### config.mk
export PLATFORM = sky130hd
export DESIGN_NAME = serial_hold_and_sector_map
export DESIGN_NICKNAME = d
export VERILOG_FILES = /design/src/serial_hold_pkg.sv /design/src/serial_hold_and_sector_map.sv
export SDC_FILE = /design/constraint.sdc
export NUM_CORES = 2
export LEC_CHECK = 0
export ABC_AREA = 0
export BUFFER_PORTS_ARGS = -buffer_cell sky130_fd_sc_hd__buf_2
export CORE_MARGIN = 1
export CORE_UTILIZATION = 55
export DETAILED_ROUTE_END_ITERATION = 8
export MAX_ROUTING_LAYER = met4
export PLACE_DENSITY_LB_ADDON = 0.3
export SKIP_CTS_REPAIR_TIMING = 1
export SLEW_MARGIN = 20
export SYNTH_ARGS = -nofsm -noshare
export SYNTH_HDL_FRONTEND = slang
export SYNTH_SLANG_ARGS = --single-unit
### constraint.sdc
create_clock -name sys_clk -period 7.7 [get_ports sys_clk]
set_clock_uncertainty 0.05 [all_clocks]
set_input_delay 0.77 -clock sys_clk [delete_from_list [all_inputs] [get_ports sys_clk]]
set_output_delay 0.77 -clock sys_clk [all_outputs]
set_load 0.02 [all_outputs]
### src/serial_hold_pkg.sv
// Shared constants and types for the serial hold and sector map block
package serial_hold_pkg;
  localparam int          ADDR_W          = 24;
  localparam int          SYNC_STAGES     = 2;
  localparam int          CFG_QUAD_BIT    = 1;
  localparam int          CFG_PARAM_TOP   = 2;
  localparam int          PAGE_BYTES      = 256;
  localparam int          SECTOR_COUNT    = 128;
  localparam int          SUB_COUNT       = 32;
  localparam logic [23:0] SECTOR_LAST_OFS = 24'h00_FFFF;
  localparam logic [23:0] SUB_LAST_OFS    = 24'h00_0FFF;
  localparam logic [23:0] PAIR_LAST_OFS   = 24'h00_1FFF;
  localparam logic [23:0] ARRAY_FIRST     = 24'h00_0000;
  localparam logic [23:0] ARRAY_LAST      = 24'h7F_FFFF;
  localparam logic [23:0] SUB_BOT_LAST    = 24'h01_FFFF;
  localparam logic [23:0] SUB_TOP_FIRST   = 24'h7E_0000;
  localparam logic [5:0]  SUB_BOT_PAIR    = 6'h00;
  localparam logic [5:0]  SUB_TOP_PAIR    = 6'h3F;
  localparam logic [7:0]  ERASED_BYTE     = 8'hFF;
  localparam logic [2:0]  BIT_CNT_RST     = 3'h0;
  localparam logic [2:0]  BIT_CNT_LAST    = 3'h7;

  typedef enum logic [1:0] {
    ERASE_4K,
    ERASE_8K,
    ERASE_64K,
    ERASE_WHOLE
  } erase_kind_e;

  typedef struct packed {
    logic cs_n;
    logic sck;
    logic si;
    logic hold_n;
  } spi_pins_s;
endpackage : serial_hold_pkg
### src/serial_hold_and_sector_map.sv
// Serial link front end with pause control, page cache and sector map
`timescale 1ns/10ps
module serial_hold_and_sector_map #(
  parameter int PAGE_BYTES = serial_hold_pkg::PAGE_BYTES
) (
  input  wire logic                          sys_clk,
  input  wire logic                          reset_n,
  input  wire logic                          clk_en,
  input  wire serial_hold_pkg::spi_pins_s    pins,
  output logic                               so_out,
  output logic                               so_oe,
  input  wire logic [7:0]                    config_bits,
  input  wire logic                          tx_enable,
  input  wire logic [7:0]                    tx_byte,
  output logic                               rx_valid,
  output logic [7:0]                         rx_byte,
  output logic                               paused,
  input  wire logic                          cache_load,
  input  wire logic [$clog2(PAGE_BYTES)-1:0] cache_ptr,
  input  wire logic [$clog2(PAGE_BYTES)-1:0] commit_idx,
  input  wire logic [7:0]                    array_old,
  output logic [7:0]                         commit_data,
  output logic [7:0]                         erase_data,
  input  wire logic                          accel_req,
  output logic                               program_accel_func,
  input  wire logic [23:0]                   op_addr,
  input  wire serial_hold_pkg::erase_kind_e  erase_kind,
  output logic [6:0]                         sector_idx,
  output logic                               sub_hit,
  output logic [4:0]                         sub_idx,
  output logic                               erase_ok,
  output logic [23:0]                        erase_first,
  output logic [23:0]                        erase_last
);
  localparam int PW = $clog2(PAGE_BYTES);

  // Pin inputs cross in through two flops; stage one is read by stage two only
  logic [3:0] sync1_q;
  logic [3:0] sync2_q;
  logic       sck_prev_q;
  logic       hold_prev_q;
  serial_hold_pkg::spi_pins_s pin_s;

  always_ff @(posedge sys_clk or negedge reset_n)
  begin
    if (!reset_n)
    begin
      sync1_q <= 4'hB;
      sync2_q <= 4'hB;
    end
    else if (clk_en)
    begin
      sync1_q <= pins;
      sync2_q <= sync1_q;
    end
  end

  assign pin_s = serial_hold_pkg::spi_pins_s'(sync2_q);

  always_ff @(posedge sys_clk or negedge reset_n)
  begin
    if (!reset_n)
    begin
      sck_prev_q  <= 1'b0;
      hold_prev_q <= 1'b1;
    end
    else if (clk_en)
    begin
      sck_prev_q  <= pin_s.sck;
      hold_prev_q <= pin_s.hold_n;
    end
  end

  wire quad_mode = config_bits[serial_hold_pkg::CFG_QUAD_BIT];
  wire param_sector_top_sel =
    config_bits[serial_hold_pkg::CFG_PARAM_TOP];
  wire sck_rise  = pin_s.sck & ~sck_prev_q;
  wire sck_fall  = ~pin_s.sck & sck_prev_q;
  wire hold_edge = pin_s.hold_n ^ hold_prev_q;
  wire cs_idle   = pin_s.cs_n;

  // Pause state follows the pin only at a pin edge with clock low, or at a
  // clock fall; a change made while the clock is high waits for the fall.
  logic paused_q;
  logic paused_d;
  wire  pause_want = ~pin_s.hold_n & ~quad_mode;
  wire  pause_move = (hold_edge & ~pin_s.sck) | sck_fall;

  always_comb
  begin
    paused_d = paused_q;
    if (cs_idle | quad_mode)
      paused_d = 1'b0;
    else if (pause_move)
      paused_d = pause_want;
  end

  always_ff @(posedge sys_clk or negedge reset_n)
  begin
    if (!reset_n)
      paused_q <= 1'b0;
    else if (clk_en)
      paused_q <= paused_d;
  end

  assign paused = paused_q;

  // Serial engine: edges count only while selected and not paused
  logic [2:0] bit_cnt_q;
  logic [7:0] shift_in_q;
  logic [7:0] shift_out_q;
  logic       so_q;
  logic       rx_valid_q;
  logic [7:0] rx_byte_q;
  wire        live     = ~cs_idle & ~paused_q;
  wire        take_bit = live & sck_rise;
  wire        put_bit  = live & sck_fall;
  wire        byte_end = take_bit & (bit_cnt_q == serial_hold_pkg::BIT_CNT_LAST);

  always_ff @(posedge sys_clk or negedge reset_n)
  begin
    if (!reset_n)
    begin
      bit_cnt_q   <= serial_hold_pkg::BIT_CNT_RST;
      shift_in_q  <= 8'h00;
      shift_out_q <= 8'h00;
      so_q        <= 1'b0;
      rx_valid_q  <= 1'b0;
      rx_byte_q   <= 8'h00;
    end
    else if (clk_en)
    begin
      rx_valid_q <= byte_end;
      if (cs_idle)
      begin
        bit_cnt_q   <= serial_hold_pkg::BIT_CNT_RST;
        shift_in_q  <= 8'h00;
        shift_out_q <= tx_byte;
      end
      else
      begin
        if (take_bit)
        begin
          bit_cnt_q  <= bit_cnt_q + 3'h1;
          shift_in_q <= {shift_in_q[6:0], pin_s.si};
        end
        if (byte_end)
        begin
          rx_byte_q   <= {shift_in_q[6:0], pin_s.si};
          shift_out_q <= tx_byte;
        end
        else if (put_bit)
        begin
          so_q        <= shift_out_q[7];
          shift_out_q <= {shift_out_q[6:0], 1'b0};
        end
      end
    end
  end

  assign so_out   = so_q;
  assign so_oe    = live & tx_enable;
  assign rx_valid = rx_valid_q;
  assign rx_byte  = rx_byte_q;

  // Page cache; the commit side runs off the internal clock and ignores
  // pause, so a program already under way completes.
  logic [7:0] cache_mem [PAGE_BYTES];
  logic [7:0] commit_q;

  always_ff @(posedge sys_clk)
  begin
    if (clk_en && rx_valid_q && cache_load)
      cache_mem[cache_ptr] <= rx_byte_q;
  end

  always_ff @(posedge sys_clk or negedge reset_n)
  begin
    if (!reset_n)
      commit_q <= serial_hold_pkg::ERASED_BYTE;
    else if (clk_en)
      commit_q <= array_old & cache_mem[commit_idx];
  end

  assign commit_data = commit_q;
  assign erase_data  = serial_hold_pkg::ERASED_BYTE;
  assign program_accel_func = accel_req & ~quad_mode;

  // Sector map decode
  wire [5:0] pair_idx  = op_addr[22:17];
  wire [5:0] sub_pair  = param_sector_top_sel ?
                         serial_hold_pkg::SUB_TOP_PAIR :
                         serial_hold_pkg::SUB_BOT_PAIR;
  wire       in_array  = op_addr <= serial_hold_pkg::ARRAY_LAST;
  wire       sub_in    = in_array & (pair_idx == sub_pair);
  wire [23:0] sec_base = {op_addr[23:16], 16'h0000};
  wire [23:0] sub_base = {op_addr[23:12], 12'h000};
  wire [23:0] pair_base = {op_addr[23:13], 13'h0000};

  logic [23:0] first_d;
  logic [23:0] last_d;
  logic        ok_d;

  always_comb
  begin
    first_d = sec_base;
    last_d  = sec_base + serial_hold_pkg::SECTOR_LAST_OFS;
    ok_d    = in_array;
    case (erase_kind)
      serial_hold_pkg::ERASE_4K:
      begin
        first_d = sub_base;
        last_d  = sub_base + serial_hold_pkg::SUB_LAST_OFS;
        ok_d    = sub_in;
      end
      serial_hold_pkg::ERASE_8K:
      begin
        first_d = pair_base;
        last_d  = pair_base + serial_hold_pkg::PAIR_LAST_OFS;
        ok_d    = sub_in;
      end
      serial_hold_pkg::ERASE_64K: ok_d = in_array;
      serial_hold_pkg::ERASE_WHOLE:
      begin
        first_d = serial_hold_pkg::ARRAY_FIRST;
        last_d  = serial_hold_pkg::ARRAY_LAST;
        ok_d    = 1'b1;
      end
      default: ok_d = 1'b0;
    endcase
  end

  logic [6:0]  sector_q;
  logic        sub_hit_q;
  logic [4:0]  sub_idx_q;
  logic        ok_q;
  logic [23:0] first_q;
  logic [23:0] last_q;

  always_ff @(posedge sys_clk or negedge reset_n)
  begin
    if (!reset_n)
    begin
      sector_q  <= 7'h00;
      sub_hit_q <= 1'b0;
      sub_idx_q <= 5'h00;
      ok_q      <= 1'b0;
      first_q   <= 24'h00_0000;
      last_q    <= 24'h00_0000;
    end
    else if (clk_en)
    begin
      sector_q  <= op_addr[22:16];
      sub_hit_q <= sub_in;
      sub_idx_q <= op_addr[16:12];
      ok_q      <= ok_d;
      first_q   <= first_d;
      last_q    <= last_d;
    end
  end

  assign sector_idx  = sector_q;
  assign sub_hit     = sub_hit_q;
  assign sub_idx     = sub_idx_q;
  assign erase_ok    = ok_q;
  assign erase_first = first_q;
  assign erase_last  = last_q;
endmodule : serial_hold_and_sector_map

==> flow_summary.json <==
{
  "grtUsageMet2_pct": 42.80,
  "port_buffers": 128,
  "hold_viol": 0,
  "synth_edf_count": 2048,
  "nets": 4359,
  "num_vias": 42860,
  "crit_start": "commit_idx[1]",
  "gr-max-usage-layer": "met2",
  "rrSetupSlack_ns": 3.82,
  "clock_latency_ns": 0.82,
  "synth_cell_types": 79,
  "cp.arrival_ns": 4.93,
  "first_global_vias": 42350,
  "crit_path_max_fanout": 50,
  "p_sw_w": 0.004786,
  "grt_pass1_wl_mm": 304.0,
  "yosys.area.top_type_share_pct": 73.59,
  "htree_levels": 4,
  "min_period_ns": 4.231,
  "cts-buffers-inserted": 200,
  "ir_drop_v": 0.0002365,
  "clockRootBuffer": "clkbuf_16",
  "end_kind": "flop",
  "antenna_found_initial": 15,
  "met1_usage_pct": 39.26,
  "cp.depth": 10,
  "cts_tree": "built",
  "crit_chain": "buf_8 -> buf_4 -> buf_4 -> mux4_2 -> a22o_1 -> a21oi_1 -> a221oi_1 -> a31oi_1 -> o21ai_0 -> a22o_1",
  "tightest_slew_ns": 1.240,
  "nFillCells": 10340,
  "yosys.area.top_type": "edfxtp_1",
  "synth_seq_cells": 2132,
  "min_path_type": "in -> reg",
  "clock_path_buffers": 3,
  "synth-async-reset-ratio_pct": 3.940,
  "power_density_nw_per_um2": 251.2,
  "p_sw_share_pct": 20.62,
  "hpwl_mm": 127.0,
  "grt_max_degree": 213,
  "crit_type": "in -> reg",
  "seqPwrFrac_pct": 54.3,
  "combPwrFrac_pct": 3.4,
  "route.detailed.drc": 0,
  "die_w_um": 391.8,
  "use_met3_pct": 7.020,
  "syn_area_per_cell_um2": 20.31,
  "routed_wl_mm": 213.1,
  "clock_sinks": 2132,
  "fmax_mhz": 236.3,
  "wl_per_cell_um": 32.85,
  "synth_most_common_cell": "edfxtp_1",
  "timing.hold.ws_ns": 0.1259,
  "cts.reportedPaths.clkPinSlew_ns": 0.06,
  "drt_iter0_drc": 5902,
  "drt_pass1_iterations": 8,
  "synthTopCellsByCount": "2048 x edfxtp_1, 408 x mux4_2, 310 x nor2_1, 202 x mux2i_1, 92 x nand2_1",
  "cap_violations": 0,
  "rows": 142,
  "core_um2": 150300,
  "required_ns": 8.40,
  "rr_startpoint": "rx_valid",
  "synthesis.area_um2": 83570,
  "slew_headroom_pct": 16.72,
  "track_usage_pct": 28.96,
  "gp_congestion": 0.8794,
  "ant_nets": 0,
  "yosys_warnings": 0,
  "io_pins": 167,
  "layout-drive-gt1-share_pct": 22.47,
  "vias_per_cell": 6.609,
  "area_growth_pct": 10.57,
  "syn_inst": 4114,
  "ys_seq_area_share_pct": 76.13,
  "slowest_stage": "buf_4",
  "status": "finished, final reports clean",
  "die_h_um": 391.8,
  "multi_input_area_um2": 18170,
  "regArea_um2": 63650,
  "r2r.worst_path.cells": 5,
  "cp-endpoint": "commit_data[7]",
  "finalSetupViolations": 0,
  "ys.flop_type": "edfxtp_1",
  "rr_endpoint": "cache_mem[8][5]",
  "die-area_um2": 153500,
  "max_stage_delay_ns": 0.76,
  "fin_setup_tns_ns": 0,
  "start_util_pct": 55.60,
  "critical-path-top-delay-family": "compound AO/OA/AOI/OAI gates",
  "crit_buf_inv": 3,
  "p_leak_nw": 34.58,
  "gr-total-overflow": 0,
  "min_period_over_period_pct": 54.95,
  "rsz0062_at_grt": "false",
  "p_int_w": 0.01842,
  "clkPwrFrac_pct": 42.3,
  "netlist_top_cells_area": "edfxtp_1 74%, mux4_2 11%, mux2i_1 2.4%",
  "startpoint_type": "input pin",
  "slew_viol_final": 0
}
-- cell type report --
class | count | area share, %
timing repair buffer | 219 | 1.571
antenna | 16 | 0.04333
clock buffer | 249 | 5.810
clock inverter | 126 | 1.227
sequential | 2132 | 68.88
multi-input combinational | 1710 | 19.67
inverter | 18 | 0.07312
tap | 2016 | 2.730
-- kinds of logic (layout without fill, tap and decap cells) --
group | Yosys count | after routing | synth area share [%]
compound gates | 443 | 443 | 3.789
mux | 675 | 675 | 14.76
flops | 2132 | 2132 | 76.13
xor+xnor | 1 | 1 | 0.01048
fa+ha+maj | 2 | 2 | 0.02994
simple gates | 569 | 569 | 2.990
other cells | 2 | 36 | 0.008987
buf+inv | 290 | 612 | 2.285
-- placed cells by master (no fill, tap or decap), drive strengths merged, types with 69 or more instances in the layout --
cell type	instances
buf	218
mux4	434
nand2	93
nor2	310
clkbuf	249
mux2i	202
a21oi	72
o22ai	71
dfrtp	69
clkinv	97
edfxtp	2048
-- flip-flops by register name, indices dropped and copies added, names as in the netlist, 3 cells and up --
| signal | cells |
|---|---|
| shift_in_q | 7 |
| commit_data | 8 |
| cache_mem | 2048 |
| sub_idx | 4 |
| erase_last | 12 |
| rx_byte | 8 |
| shift_out_q | 8 |
| sector_idx | 7 |
| pin_s | 4 |
| erase_first | 12 |
| bit_cnt_q | 3 |
| sync1_q | 4 |
-- worst min path at each step --
stage / from / endpoint / cells past startpoint
after global routing: config_bits[1] / paused / 2
after detailed placement: commit_data[4] / commit_data[4] / 2
after CTS: reset_n / erase_first[13] / 1
final: config_bits[1] / paused / 2
after floorplan: shift_in_q[6] / shift_in_q[6] / 1
after global placement: erase_last[22] / erase_last[22] / 1
-- power by group through the flow --
stage	logic [W]	registers [W]	clock network, W
6_report	0.000782	0.0126	0.00982
5_1_grt	0.000814	0.0126	0.0103
4_1_cts	0.000773	0.0126	0.00988
3_5_place_dp	0.000771	0.0129	0
3_3_place_gp	0.000766	0.0129	0
2_1_floorplan	0.000490	0.0129	0
-- metal layers --
| layer | vias up | part of all wire (%) |
|---|---|---|
| met2 | 2686 | 47 |
| li1 | 17360 | - |
| met5 | - | 0 |
| met3 | 431 | 11 |
| met1 | 22390 | 38 |
| met4 | 0 | 3.8 |
-- stage by stage --
stage          worst slack (ns)  power (W)  instances  utilization, %  instance area (um2)
2_1_floorplan             3.524    0.01337       4132               -                83640
3_5_place_dp              2.723    0.01363       6094           57.12                85850
5_1_grt                   3.429    0.02372       6482           61.47                92400
4_1_cts                   3.597    0.02326       6469           61.44                92350
3_3_place_gp              2.739    0.01362       6094           57.12                85850
6_report                  3.469    0.02321       6486           61.48                92410
No activity file was read; power rests on OpenSTA's default activity.
